$ cat src/design/clc_pkg.sv
package clc_pkg;

    localparam int REG_W     = 8;
    localparam int SEL_W     = 5;
    localparam int GATE_N    = 4;
    localparam int SRC_N     = 32;
    localparam int GSEL_W    = 2 * GATE_N;
    localparam int AOFS_W    = 8;

    // byte offsets on the bus
    localparam logic [AOFS_W-1:0] CTRL_OFS  = 8'h00;
    localparam logic [AOFS_W-1:0] POL_OFS   = 8'h04;
    localparam logic [AOFS_W-1:0] SEL0_OFS  = 8'h08;
    localparam logic [AOFS_W-1:0] SEL1_OFS  = 8'h0c;
    localparam logic [AOFS_W-1:0] SEL2_OFS  = 8'h10;
    localparam logic [AOFS_W-1:0] SEL3_OFS  = 8'h14;
    localparam logic [AOFS_W-1:0] GATE0_OFS = 8'h18;
    localparam logic [AOFS_W-1:0] GATE1_OFS = 8'h1c;
    localparam logic [AOFS_W-1:0] GATE2_OFS = 8'h20;
    localparam logic [AOFS_W-1:0] GATE3_OFS = 8'h24;
    localparam logic [AOFS_W-1:0] STAT_OFS  = 8'h28;
    localparam logic [AOFS_W-1:0] MASK_OFS  = 8'h2c;

    // cell_control fields
    localparam int CTRL_EN_BIT   = 7;
    localparam int CTRL_OUT_BIT  = 5;
    localparam int CTRL_RISE_BIT = 4;
    localparam int CTRL_FALL_BIT = 3;
    localparam int MODE_LSB      = 0;
    localparam int MODE_W        = 3;
    localparam logic [REG_W-1:0] CTRL_WMASK = 8'h9f;
    localparam logic [REG_W-1:0] CTRL_RST   = 8'h00;

    // cell_polarity fields
    localparam int POL_OUT_BIT = 7;
    localparam int POL_G_LSB   = 0;

    // interrupt status / mask
    localparam int STAT_IRQ_BIT = 0;

    localparam logic [1:0] HTRANS_NONSEQ = 2'b10;
    localparam logic [2:0] HSIZE_WORD    = 3'b010;

    typedef enum logic [MODE_W-1:0] {
        MODE_AND_OR,
        MODE_OR_XOR,
        MODE_AND4,
        MODE_SR_LATCH,
        MODE_DFF_SR,
        MODE_DFF2_R,
        MODE_JK_R,
        MODE_LATCH_SR
    } clc_mode_type;

endpackage

$ cat src/design/clc_cell.sv
// Functional notes
// [RULE1] enable clear forces cell output low
// [RULE2] output status bit reads cell output
// [RULE3] rising edge sets flag when enabled
// [RULE4] falling edge sets flag when enabled
// [RULE5] modes 0-2 are combinational functions
// [RULE6] modes 3-7 are latches and flip-flops
// [RULE7] output invert flips function result
// [RULE8] gate invert bits, gate one lowest
// [RULE9] unused bits ignore writes, read zero
// [RULE10] four five-bit input source selectors
// [RULE11] selector value n routes source n
// [RULE12] empty gate yields its polarity constant
// [RULE13] reset clears control, keeps selection settings
// [RULE14] edge during clear keeps flag set
// [RULE15] edges found by comparing with last output
module clc_cell #(
    parameter int SRC_N = clc_pkg::SRC_N
) (
    input  wire logic             hclk,
    input  wire logic             hresetn,
    input  wire logic             hsel,
    input  wire logic [31:0]      haddr,
    input  wire logic [1:0]       htrans,
    input  wire logic             hwrite,
    input  wire logic [2:0]       hsize,
    input  wire logic [31:0]      hwdata,
    input  wire logic             hready,
    output logic                  hreadyout,
    output logic                  hresp,
    output logic [31:0]           hrdata,
    input  wire logic [SRC_N-1:0] src_in,
    output logic                  cell_out,
    output logic                  irq
);

    initial
    begin
        if (SRC_N < 1 || SRC_N > (1 << clc_pkg::SEL_W))
            $error("clc_cell source count out of range");
    end

    localparam int RW = clc_pkg::REG_W;
    localparam int GN = clc_pkg::GATE_N;

    typedef struct packed {
        logic [SRC_N-1:0]           src_s1;
        logic [SRC_N-1:0]           src_s2;
        logic [RW-1:0]              ctrl;
        logic                       out_inv;
        logic                       stat;
        logic                       mask;
        logic                       cell_out;
        logic                       prev_out;
        logic                       irq;
        logic [31:0]                hrdata;
        logic                       hreadyout;
        logic                       hresp;
        logic                       dp_wr;
        logic [clc_pkg::AOFS_W-1:0] dp_addr;
    } clc_st_type;

    // selection and gating settings survive reset
    typedef struct packed {
        logic [GN-1:0]                           gate_inv;
        logic [GN-1:0][clc_pkg::SEL_W-1:0]       sel;
        logic [GN-1:0][clc_pkg::GSEL_W-1:0]      gsel;
    } clc_cfg_type;

    clc_st_type  s_r;
    clc_st_type  s_nxt;
    clc_cfg_type c_r;
    clc_cfg_type c_nxt;

    logic [GN-1:0] data_in;
    logic [GN-1:0] gate_val;
    logic          fn_out;
    logic          addr_take;
    logic          rise_ev;
    logic          fall_ev;
    logic          clr_req;
    logic [31:0]   wd;

    function automatic logic pick_src(input logic [SRC_N-1:0] src,
                                      input logic [clc_pkg::SEL_W-1:0] sel);
        pick_src = (32'(sel) < SRC_N) ? src[sel] : 1'b0; // [RULE11]
    endfunction

    generate
        for (genvar k = 0; k < GN; k++)
        begin : g_lane
            assign data_in[k] = pick_src(s_r.src_s2, c_r.sel[k]); // [RULE10]
            clc_gate #(
                .N_IN (GN)
            ) u_gate (
                .data     (data_in),
                .gsel     (c_r.gsel[k]),
                .invert   (c_r.gate_inv[k]),
                .gate_out (gate_val[k])
            );
        end
    endgenerate

    clc_logic_fn u_fn (
        .hclk    (hclk),
        .hresetn (hresetn),
        .enable  (s_r.ctrl[clc_pkg::CTRL_EN_BIT]),
        .mode    (s_r.ctrl[clc_pkg::MODE_LSB +: clc_pkg::MODE_W]),
        .g       (gate_val),
        .fn_out  (fn_out)
    );

    assign addr_take = hsel & hready & (htrans == clc_pkg::HTRANS_NONSEQ)
                       & (hsize == clc_pkg::HSIZE_WORD);
    assign wd        = hwdata;
    assign clr_req   = s_r.dp_wr & (s_r.dp_addr == clc_pkg::STAT_OFS)
                       & wd[clc_pkg::STAT_IRQ_BIT];
    // compare current output with last one seen
    assign rise_ev   = s_r.cell_out & ~s_r.prev_out // [RULE15]
                       & s_r.ctrl[clc_pkg::CTRL_RISE_BIT]; // [RULE3]
    assign fall_ev   = ~s_r.cell_out & s_r.prev_out
                       & s_r.ctrl[clc_pkg::CTRL_FALL_BIT]; // [RULE4]

    always_comb
    begin
        s_nxt           = s_r;
        c_nxt           = c_r;
        s_nxt.src_s1    = src_in;
        s_nxt.src_s2    = s_r.src_s1;
        s_nxt.hreadyout = 1'b1;
        s_nxt.hresp     = 1'b0;
        s_nxt.dp_wr     = addr_take & hwrite;
        s_nxt.dp_addr   = haddr[clc_pkg::AOFS_W-1:0];

        if (s_r.dp_wr)
        begin
            unique case (s_r.dp_addr)
                clc_pkg::CTRL_OFS:  s_nxt.ctrl = wd[RW-1:0] & clc_pkg::CTRL_WMASK; // [RULE9]
                clc_pkg::POL_OFS:
                begin
                    s_nxt.out_inv  = wd[clc_pkg::POL_OUT_BIT];
                    c_nxt.gate_inv = wd[clc_pkg::POL_G_LSB +: GN]; // [RULE8]
                end
                clc_pkg::SEL0_OFS:  c_nxt.sel[0]  = wd[clc_pkg::SEL_W-1:0];
                clc_pkg::SEL1_OFS:  c_nxt.sel[1]  = wd[clc_pkg::SEL_W-1:0];
                clc_pkg::SEL2_OFS:  c_nxt.sel[2]  = wd[clc_pkg::SEL_W-1:0];
                clc_pkg::SEL3_OFS:  c_nxt.sel[3]  = wd[clc_pkg::SEL_W-1:0];
                clc_pkg::GATE0_OFS: c_nxt.gsel[0] = wd[clc_pkg::GSEL_W-1:0];
                clc_pkg::GATE1_OFS: c_nxt.gsel[1] = wd[clc_pkg::GSEL_W-1:0];
                clc_pkg::GATE2_OFS: c_nxt.gsel[2] = wd[clc_pkg::GSEL_W-1:0];
                clc_pkg::GATE3_OFS: c_nxt.gsel[3] = wd[clc_pkg::GSEL_W-1:0];
                clc_pkg::MASK_OFS:  s_nxt.mask    = wd[clc_pkg::STAT_IRQ_BIT];
                default:            ;
            endcase
        end

        // set beats the write-one clear
        if (clr_req)
            s_nxt.stat = 1'b0;
        if (rise_ev | fall_ev)
            s_nxt.stat = 1'b1; // [RULE14]
        s_nxt.irq = s_nxt.stat & s_nxt.mask;

        s_nxt.prev_out = s_r.cell_out;
        s_nxt.cell_out = s_r.ctrl[clc_pkg::CTRL_EN_BIT] // [RULE1]
                         & (fn_out ^ s_r.out_inv); // [RULE7]

        // read data except the output bit is taken from the settled next state
        s_nxt.hrdata = '0;
        if (addr_take && !hwrite)
        begin
            unique case (haddr[clc_pkg::AOFS_W-1:0])
                clc_pkg::CTRL_OFS:
                begin
                    s_nxt.hrdata[RW-1:0]                = s_nxt.ctrl;
                    s_nxt.hrdata[clc_pkg::CTRL_OUT_BIT] = s_r.cell_out; // [RULE2]
                end
                clc_pkg::POL_OFS:
                begin
                    s_nxt.hrdata[clc_pkg::POL_OUT_BIT]         = s_nxt.out_inv;
                    s_nxt.hrdata[clc_pkg::POL_G_LSB +: GN]     = c_nxt.gate_inv;
                end
                clc_pkg::SEL0_OFS:  s_nxt.hrdata[clc_pkg::SEL_W-1:0]  = c_nxt.sel[0];
                clc_pkg::SEL1_OFS:  s_nxt.hrdata[clc_pkg::SEL_W-1:0]  = c_nxt.sel[1];
                clc_pkg::SEL2_OFS:  s_nxt.hrdata[clc_pkg::SEL_W-1:0]  = c_nxt.sel[2];
                clc_pkg::SEL3_OFS:  s_nxt.hrdata[clc_pkg::SEL_W-1:0]  = c_nxt.sel[3];
                clc_pkg::GATE0_OFS: s_nxt.hrdata[clc_pkg::GSEL_W-1:0] = c_nxt.gsel[0];
                clc_pkg::GATE1_OFS: s_nxt.hrdata[clc_pkg::GSEL_W-1:0] = c_nxt.gsel[1];
                clc_pkg::GATE2_OFS: s_nxt.hrdata[clc_pkg::GSEL_W-1:0] = c_nxt.gsel[2];
                clc_pkg::GATE3_OFS: s_nxt.hrdata[clc_pkg::GSEL_W-1:0] = c_nxt.gsel[3];
                clc_pkg::STAT_OFS:  s_nxt.hrdata[clc_pkg::STAT_IRQ_BIT] = s_nxt.stat;
                clc_pkg::MASK_OFS:  s_nxt.hrdata[clc_pkg::STAT_IRQ_BIT] = s_nxt.mask;
                default:            s_nxt.hrdata = '0;
            endcase
        end
    end

    always_ff @(posedge hclk or negedge hresetn)
    begin
        if (!hresetn)
        begin
            s_r           <= '0; // [RULE13]
            s_r.ctrl      <= clc_pkg::CTRL_RST;
            s_r.hreadyout <= 1'b1;
        end
        else
            s_r <= s_nxt;
    end

    // no reset: settings are kept across reset
    always_ff @(posedge hclk)
    begin
        c_r <= c_nxt; // [RULE13]
    end

    assign hreadyout = s_r.hreadyout;
    assign hresp     = s_r.hresp;
    assign hrdata    = s_r.hrdata;
    assign cell_out  = s_r.cell_out;
    assign irq       = s_r.irq;

    dis_out_low_a: assert property (@(posedge hclk) disable iff (!hresetn) // [RULE1]
        !s_r.ctrl[clc_pkg::CTRL_EN_BIT] |=> !cell_out)
        else $error("cell output high while disabled");

    status_read_a: assert property (@(posedge hclk) disable iff (!hresetn) // [RULE2]
        (addr_take && !hwrite && haddr[7:0] == clc_pkg::CTRL_OFS)
        |=> hrdata[clc_pkg::CTRL_OUT_BIT] == $past(cell_out))
        else $error("output status bit differs from cell output");

    rise_flag_a: assert property (@(posedge hclk) disable iff (!hresetn) // [RULE3]
        (cell_out && !s_r.prev_out && s_r.ctrl[clc_pkg::CTRL_RISE_BIT]) |=> s_r.stat)
        else $error("rising edge did not set flag");

    fall_flag_a: assert property (@(posedge hclk) disable iff (!hresetn) // [RULE4]
        (!cell_out && s_r.prev_out && s_r.ctrl[clc_pkg::CTRL_FALL_BIT]) |=> s_r.stat)
        else $error("falling edge did not set flag");

    flag_cause_a: assert property (@(posedge hclk) disable iff (!hresetn) // [RULE15]
        $rose(s_r.stat) |-> $past(rise_ev || fall_ev))
        else $error("flag set without an enabled edge");

    out_invert_a: assert property (@(posedge hclk) disable iff (!hresetn) // [RULE7]
        s_r.ctrl[clc_pkg::CTRL_EN_BIT] |=> cell_out == ($past(fn_out) ^ $past(s_r.out_inv)))
        else $error("output polarity not applied");

    ctrl_unused_a: assert property (@(posedge hclk) disable iff (!hresetn) // [RULE9]
        (s_r.ctrl & ~clc_pkg::CTRL_WMASK) == '0)
        else $error("unused control bit set");

    clear_set_a: assert property (@(posedge hclk) disable iff (!hresetn) // [RULE14]
        (clr_req && (rise_ev || fall_ev)) |=> s_r.stat ##1 irq == (s_r.stat && s_r.mask))
        else $error("edge lost during flag clear");

    irq_level_a: assert property (@(posedge hclk) disable iff (!hresetn)
        irq == (s_r.stat && s_r.mask))
        else $error("interrupt output does not follow status and mask");

    // read-back masks of the implemented bits
    localparam logic [RW-1:0] CTRL_RMASK = clc_pkg::CTRL_WMASK | (RW'(1) << clc_pkg::CTRL_OUT_BIT);
    localparam logic [RW-1:0] POL_RMASK  = (RW'(1) << clc_pkg::POL_OUT_BIT) | RW'((1 << GN) - 1);

    logic                       rd_take;
    logic [clc_pkg::AOFS_W-1:0] rd_ofs;

    assign rd_take = addr_take & ~hwrite;
    assign rd_ofs  = haddr[clc_pkg::AOFS_W-1:0];

    resp_okay_a: assert property (@(posedge hclk) disable iff (!hresetn)
        hreadyout && !hresp)
        else $error("slave answer not ready and okay");

    ctrl_read_a: assert property (@(posedge hclk) disable iff (!hresetn) // [RULE9]
        (rd_take && rd_ofs == clc_pkg::CTRL_OFS) |=> (hrdata & ~32'(CTRL_RMASK)) == '0)
        else $error("unused control bit read as one");

    pol_read_a: assert property (@(posedge hclk) disable iff (!hresetn) // [RULE9]
        (rd_take && rd_ofs == clc_pkg::POL_OFS) |=> (hrdata & ~32'(POL_RMASK)) == '0)
        else $error("unused polarity bit read as one");

    sel_read_a: assert property (@(posedge hclk) disable iff (!hresetn) // [RULE9]
        (rd_take && (rd_ofs == clc_pkg::SEL0_OFS || rd_ofs == clc_pkg::SEL1_OFS
                     || rd_ofs == clc_pkg::SEL2_OFS || rd_ofs == clc_pkg::SEL3_OFS))
        |=> (hrdata >> clc_pkg::SEL_W) == '0)
        else $error("unused selector bit read as one");

    flag_read_a: assert property (@(posedge hclk) disable iff (!hresetn)
        (rd_take && (rd_ofs == clc_pkg::STAT_OFS || rd_ofs == clc_pkg::MASK_OFS))
        |=> (hrdata >> (clc_pkg::STAT_IRQ_BIT + 1)) == '0)
        else $error("unused flag bit read as one");

    idle_read_a: assert property (@(posedge hclk) disable iff (!hresetn)
        !rd_take |=> hrdata == '0)
        else $error("read data not zero outside a read");

    gate_const_a: assert property (@(posedge hclk) disable iff (!hresetn) // [RULE12]
        (c_r.gsel[0] == '0) |-> (gate_val[0] == c_r.gate_inv[0]))
        else $error("empty gate not set by its polarity");

    write_seen_c: cover property (@(posedge hclk) disable iff (!hresetn) s_r.dp_wr);
    rise_seen_c: cover property (@(posedge hclk) disable iff (!hresetn) rise_ev);
    fall_seen_c: cover property (@(posedge hclk) disable iff (!hresetn) fall_ev);
    race_seen_c: cover property (@(posedge hclk) disable iff (!hresetn)
        clr_req && (rise_ev || fall_ev));

endmodule

$ cat src/design/clc_gate.sv
// one data gate: or of enabled true/negated inputs, then polarity
module clc_gate #(
    parameter int N_IN = 4
) (
    input  wire logic [N_IN-1:0]   data,
    input  wire logic [2*N_IN-1:0] gsel,
    input  wire logic              invert,
    output logic                   gate_out
);

    initial
    begin
        if (N_IN < 1) $error("clc_gate needs at least one input");
    end

    logic [N_IN-1:0] term;

    generate
        for (genvar k = 0; k < N_IN; k++)
        begin : g_term
            // bit 2k = negated form, bit 2k+1 = true form
            assign term[k] = (gsel[2*k+1] & data[k]) | (gsel[2*k] & ~data[k]);
        end
    endgenerate

    // no input enabled: constant set by invert alone
    assign gate_out = (|term) ^ invert; // [RULE12] [RULE8]

endmodule

$ cat src/design/clc_logic_fn.sv
module clc_logic_fn (
    input  wire logic       hclk,
    input  wire logic       hresetn,
    input  wire logic       enable,
    input  wire logic [2:0] mode,
    input  wire logic [3:0] g,
    output logic            fn_out
);

    typedef struct packed {
        logic q;
        logic clk_prev;
    } clc_fn_st_type;

    clc_fn_st_type s_r;
    clc_fn_st_type s_nxt;

    logic clk_rise;

    always_comb
    begin
        s_nxt          = s_r;
        s_nxt.clk_prev = g[0];
        clk_rise       = g[0] & ~s_r.clk_prev;
        fn_out         = 1'b0;
        unique case (clc_pkg::clc_mode_type'(mode)) // [RULE5] [RULE6]
            clc_pkg::MODE_AND_OR:   fn_out = (g[0] & g[1]) | (g[2] & g[3]);
            clc_pkg::MODE_OR_XOR:   fn_out = (g[0] | g[1]) ^ (g[2] | g[3]);
            clc_pkg::MODE_AND4:     fn_out = &g;
            clc_pkg::MODE_SR_LATCH:
            begin
                if (g[0] | g[1])
                    s_nxt.q = 1'b1;
                else if (g[2] | g[3])
                    s_nxt.q = 1'b0;
            end
            clc_pkg::MODE_DFF_SR:
            begin
                if (g[3])
                    s_nxt.q = 1'b1;
                else if (g[2])
                    s_nxt.q = 1'b0;
                else if (clk_rise)
                    s_nxt.q = g[1];
            end
            clc_pkg::MODE_DFF2_R:
            begin
                if (g[2])
                    s_nxt.q = 1'b0;
                else if (clk_rise)
                    s_nxt.q = g[1] & g[3];
            end
            clc_pkg::MODE_JK_R:
            begin
                if (g[2])
                    s_nxt.q = 1'b0;
                else if (clk_rise)
                    s_nxt.q = (g[1] & ~s_r.q) | (~g[3] & s_r.q);
            end
            clc_pkg::MODE_LATCH_SR:
            begin
                if (g[3])
                    s_nxt.q = 1'b1;
                else if (g[0])
                    s_nxt.q = 1'b0;
                else if (g[2])
                    s_nxt.q = g[1];
            end
        endcase
        if (!enable)
            s_nxt.q = 1'b0;
        if (mode >= 3'(clc_pkg::MODE_SR_LATCH))
            fn_out = s_nxt.q;
    end

    always_ff @(posedge hclk or negedge hresetn)
    begin
        if (!hresetn)
            s_r <= '0;
        else
            s_r <= s_nxt;
    end

    and4_mode_a: assert property (@(posedge hclk) disable iff (!hresetn) // [RULE5]
        (mode == 3'(clc_pkg::MODE_AND4)) |-> (fn_out == (&g)))
        else $error("and mode output wrong");

endmodule

$ cat config.mk
export PLATFORM = sky130hd
export DESIGN_NAME = clc_cell
export DESIGN_NICKNAME = d
export VERILOG_FILES = /design/src/design/clc_pkg.sv /design/src/design/clc_cell.sv /design/src/design/clc_gate.sv /design/src/design/clc_logic_fn.sv
export SDC_FILE = /design/constraint.sdc
export NUM_CORES = 1
export LEC_CHECK = 0
export ABC_AREA = 1
export BUFFER_PORTS_ARGS = -buffer_cell sky130_fd_sc_hd__buf_2
export CORE_MARGIN = 2
export CORE_UTILIZATION = 40
export DETAILED_ROUTE_END_ITERATION = 16
export PLACE_DENSITY_LB_ADDON = 0.1
export SLEW_MARGIN = 20
export SYNTH_ARGS = -nofsm -noshare
export SYNTH_HDL_FRONTEND = slang
export SYNTH_SLANG_ARGS = --single-unit
$ cat constraint.sdc
create_clock -name hclk -period 5.3 [get_ports hclk]
set_input_delay 0.265 -clock hclk [delete_from_list [all_inputs] [get_ports hclk]]
set_output_delay 0.265 -clock hclk [all_outputs]
set_load 0.05 [all_outputs]
* Word-level counts from Yosys, hierarchy flattened
Index checks and enable logic that the tools add are counted.
** Storage, ports and cells
- Register bits after elaboration :: 176
- Output and inout bits :: 36
- Logic and storage cells :: 202
** Operators by class
- Order comparisons :: 5
- Equality and inequality tests :: 31
- Muxes and demuxes :: 47
- Bitwise operators :: 86
- Reductions and logical operators :: 10
** Operators with widths (count)
- $eq A8 B5 Y1 const B :: 8
- $eq A8 B6 Y1 const B :: 8
- $mux W56 :: 1
- $and A1 B1 Y1 :: 50
- $mux W8 :: 6
- $eq A8 B4 Y1 const B :: 4
- $pmux W3 S10 :: 1
- $lt A5 B6 Y1 const B :: 4
- $mux W1 :: 23
- $or A1 B1 Y1 :: 21
- $bmux W1 S5 :: 4
- $mux W5 :: 4
- $eq A8 B3 Y1 const B :: 2
- $logic_not A8 Y1 :: 2
- $reduce_or A4 Y1 :: 4
- $eq A3 B3 Y1 const B :: 4
- $pmux W1 S12 :: 1
- $pmux W2 S5 :: 1
- $eq A3 B2 Y1 const B :: 3
- $mux W9 :: 1
- $not A1 Y1 :: 9
- $pmux W1 S9 :: 1
- $pmux W1 S6 :: 1
- $xor A1 B1 Y1 :: 6
- other kinds (10) :: 10

* Logic depth before layout (Yosys ltp)
- Depth after elaboration :: 17
- Gate-level depth with buffers :: 27
- Depth with buffers taken out :: 25

* Cells and area by module
From an unflattened synthesis, not the netlist that was laid out.
** Second synthesis, totals
- Cell total of the unflattened synthesis :: 1019
- Area total of the unflattened synthesis :: 7763.7 µm²
** By module, submodules not included
- clc_cell :: instances 1, cells an instance 869, area an instance 7056.8 µm², seq. area each 3473.3 µm²
- clc_gate :: instances 4, cells an instance 23, area an instance 92.6 µm², seq. area each 0.0 µm²
- clc_logic_fn :: instances 1, cells an instance 58, area an instance 336.6 µm², seq. area each 50.0 µm²

* Least setup slack after synthesis
OpenSTA, ideal clock, no wires.
- Path type :: flip-flop to flip-flop
- Start :: register c_r[47] in the netlist's numbering
- End :: register s_r, in the netlist cell_out
- Arrival time :: 2.054 ns
- Required time :: 5.181 ns
- Setup slack :: 3.127 ns
- Stages on the path, launching flop included :: 24
- Path buffers :: 2
- Clock period less this slack :: 2.173 ns
- Cell sequence :: dfxtp_1 > buf_6 > inv_8 > buf_12 > nand2_2 > nand3_1 > nand3_1 > nand2_1 > nand2_1 > nand3_2 > nand3_1 > nand2_2 > nor2_4 > nand2_2 > nand2_4 > nand3_2 > a21oi_1 > nand2_1 > nand2_1 > nand2_1 > nand2_1 > nand3_2 > a21oi_1 > nor2_1
** RTL lines
- start: declaration :: line clc_cell.sv:72 : clc_cfg_type c_r;
- start signal: assignment :: line clc_cell.sv:213 : c_r <= c_nxt;
- end signal: assignment :: line clc_cell.sv:207 : s_r <= s_nxt;
- end: declaration :: line clc_cell.sv:70 : clc_st_type s_r;

==> reports/qor.yml <==
outcome:
  run_status: "finished clean"
cts:
  cts_buffers: 17
  post_cts_setup_buffers: 0
  clkSinkCount: 152
  cts_tree: "yes"
  clk_pin_slew_worst_paths_ns: 0.07
  post_cts_resized: 0
  htreeDepth: 4
  clock_latency_ns: 0.44
  cts-hold-fix-buffers: 41
  clockBufferDepth: 2
  cts_root_buffer: "sky130_fd_sc_hd__clkbuf_16"
logic_synthesis:
  syn_inst: 932
  synth_top_cell_by_area: "sky130_fd_sc_hd__dfrtp_1"
  synth-edff-count: 0
  synth_flop_cell: "sky130_fd_sc_hd__dfrtp_1"
  avgSynthCellArea_sq_um: 7.93
  count_of_synthesis_stage_warnings_from_yosys: 0
  netlist-cell-type-count: 46
  async_flop_share: 0.632
  seq_total_area_yosys: 0.477
  post_synth_instance_area_sq_um: 7390
  synth_top_cells_by_area: "sky130_fd_sc_hd__dfrtp_1 (33%), sky130_fd_sc_hd__nand2_1 (16%), sky130_fd_sc_hd__dfxtp_1 (15%), sky130_fd_sc_hd__nand3_1 (8.8%), sky130_fd_sc_hd__buf_4 (3.6%)"
  yosysTopAreaCellShare: 0.325
  synth-seq-cells: 152
drt:
  route.detailed.drc: 0
  drtIter0Drc: 512
  postRouteAntennaNets: 0
  detail_route.wirelength_um: 20100
  drt_pre_antenna_iters: 5
  detailroute.via_count: 6408
  avgViaCountPerCell: 5.05
  detail_route.wl_per_cell_um: 15.9
sta:
  clock_skew_ns: 0.0138
  setup_total_negative_slack_ns: 0
  fmaxAchievable_ghz: 0.327
  hold_violations: 0
  max-slew-margin-rel: 0.431
  setup_viol: 0
  fin_ws_ns: 2.24
  worst-slew-pin-transition_ns: 0.851
  timing.final.crit_share: 0.577
  final_max_slew_viol_count: 0
  final_period_minus_worst_setup_slack_ns: 3.06
  grt_setup_unrepaired: "false"
setup_path:
  worst_r2r_startpoint: "c_r[37]$_DFF_P_"
  path_max_fanout: 18
  setup.worst_path.class: "reg2reg"
  worstReg2RegEnd: "cell_out$_DFF_PN0_"
  critical_path.slowest_cell: "sky130_fd_sc_hd__dfxtp_1"
  crit_path_max_incr_delay_ns: 0.79
  crit_path_cell_trace: "inv_6 > nand2_1 > nand3_1 > nand3_1 > nand2_1 > nand2_1 > nand3_2 > nand2_2 > o21ai_1 > nor2_1 > nand3_1 > nand2_2 > nand3_1 > a21oi_2 > nor2_2 > nand2_1 > nand3_2 > a21oi_1 > nor2_1"
  worst_r2r_path_depth: 19
  rrSetupSlack_ns: 2.24
  worst_ep_arrival_time_ns: 3.37
  worstSetupEndpoint: "cell_out$_DFF_PN0_"
  timing.critical_path.required_ns: 5.61
  setup.worst_path.start: "c_r[37]$_DFF_P_"
  timing.critical_path.to_type: "flop"
  timing.critical_path.from_type: "flop"
layout:
  finish.net_count: 1133
  final_core_utilization: 0.480
  layout.cells.most_common: "sky130_fd_sc_hd__nand2_1"
  commonest_non_fill_non_tap_cells_in_the_layout: "sky130_fd_sc_hd__nand2_1 (306), sky130_fd_sc_hd__nand3_1 (130), sky130_fd_sc_hd__dfrtp_1 (96)"
  drive_gt1_frac: 0.159
  insertedDiodeCount: 0
  final_cell_count_no_fill: 1269
  area_growth_syn_to_layout_pct: 17.1
global_route:
  antenna_found_initial: 0
  global_route.usage.total: 0.214
  first_global_vias: 6033
  grt_pass1_wl_um: 32600
  grt_max_degree: 66
  gr_ovfl_total: 0
placed_design:
  place.detailed.instances: 1196
  place_ws_ns: 2.33
  finalWeightedCongestion: 0.904
  io_buffers: 67
  detailedPlacementHpwl_um: 14800
floorplan:
  die_h_um: 140
  fp.coreArea_sq_um: 18000
  die_area_sq_um: 19600
  die_w_um: 140
  fp-row-count: 49
  start_util: 0.410
  floorplan.io_pins: 142
flow_run:
  max_cap_violations: 0
power:
  pwr_density_cell_nw_per_um2: 311
  ir_worst_vdd_v: 0.000276
  power.total_w: 0.00269
  leakagePower_nw: 4.29
min_path:
  worstHoldPathType: "in2reg"
  worst_hold_path.num_cells: 3
-- synth_stat cells (10+ instances only) --
library cell                 n
sky130_fd_sc_hd__nand2_1   306
sky130_fd_sc_hd__buf_4      35
sky130_fd_sc_hd__dfrtp_1    96
sky130_fd_sc_hd__nand3_1   130
sky130_fd_sc_hd__dfxtp_1    56
sky130_fd_sc_hd__inv_1      58
sky130_fd_sc_hd__a21oi_1    27
sky130_fd_sc_hd__a221oi_1   13
sky130_fd_sc_hd__o21ai_0    24
sky130_fd_sc_hd__nand2_2    19
sky130_fd_sc_hd__buf_6      10
sky130_fd_sc_hd__nand3_2    15
sky130_fd_sc_hd__nor2_1     57
-- worst max-delay path, delay by kind of cell (launching register included) --
family / cells / cell delay, ns
buffers and inverters: 1 / 0.14
AND/OR/NAND/NOR: 15 / 1.64
flip-flops: 1 / 0.79
AO/OA/AOI/OAI: 3 / 0.37
-- metrics by stage --
stage	instance area, sq um	hold WS [ns]
2_1_floorplan	7480	-0.0306
3_3_place_gp	7670	0.229
3_5_place_dp	7670	0.234
4_1_cts	8650	0.0491
5_1_grt	8650	0.0810
6_report	8650	0.0642
-- worst min path at each step --
| stage | start | slack, ns | endpoint |
|---|---|---|---|
| after floorplan | hresetn | -0.03 | cell_out$_DFF_PN0_ |
| after global placement | hresetn | 0.23 | s_nxt[82]$_DFF_PN0_ |
| after detailed placement | hresetn | 0.23 | s_nxt[82]$_DFF_PN0_ |
| after CTS | hwrite | 0.05 | s_r[8]$_DFF_PN0_ |
| after global routing | hwrite | 0.08 | s_r[8]$_DFF_PN0_ |
| final | hwrite | 0.06 | s_r[8]$_DFF_PN0_ |
-- cell families after synthesis --
family                 count (synthesis)  synth area share
other                                  2           0.00102
multiplexers                           4           0.00610
buffers and inverters                126            0.0997
AO/OA/AOI/OAI                         93            0.0799
flip-flops                           152             0.477
AND/OR/NAND/NOR                      555             0.336
-- metal layers --
metal,vias to the layer above,global-route usage,share of wire,wire (um)
met5,-,0,0,0
met2,266,0.294,0.41,8160
met4,0,0.0853,0.025,504
met1,2926,0.320,0.49,9840
li1,3182,-,-,-
met3,34,0.0550,0.081,1630
-- report_power, final --
group / leakage (nW) / internal [W] / switching (W)
Sequential: 1.59 / 0.00119 / 0.0000387
Clock: 0.285 / 0.000631 / 0.000564
Combinational: 2.42 / 0.0000888 / 0.000174
Total: 4.29 / 0.00191 / 0.000776
-- cell type report --
cell class,instances,area [sq um]
repair buffers,111,771
well taps,229,287
fillers,1768,9370
inverters,67,277
flip-flops and latches,152,3520
clock inverters,15,151
multi-input cells,678,3220
clock buffers,17,425
-- sequential cells by signal, indices dropped and copies added, names as in the netlist --
register,count
cell_out,1
irq,1
hrdata,8
s_nxt,32
c_r,56
u_fn.s_r,2
s_r,52
Note: power is estimated with default switching activity, not from simulation.
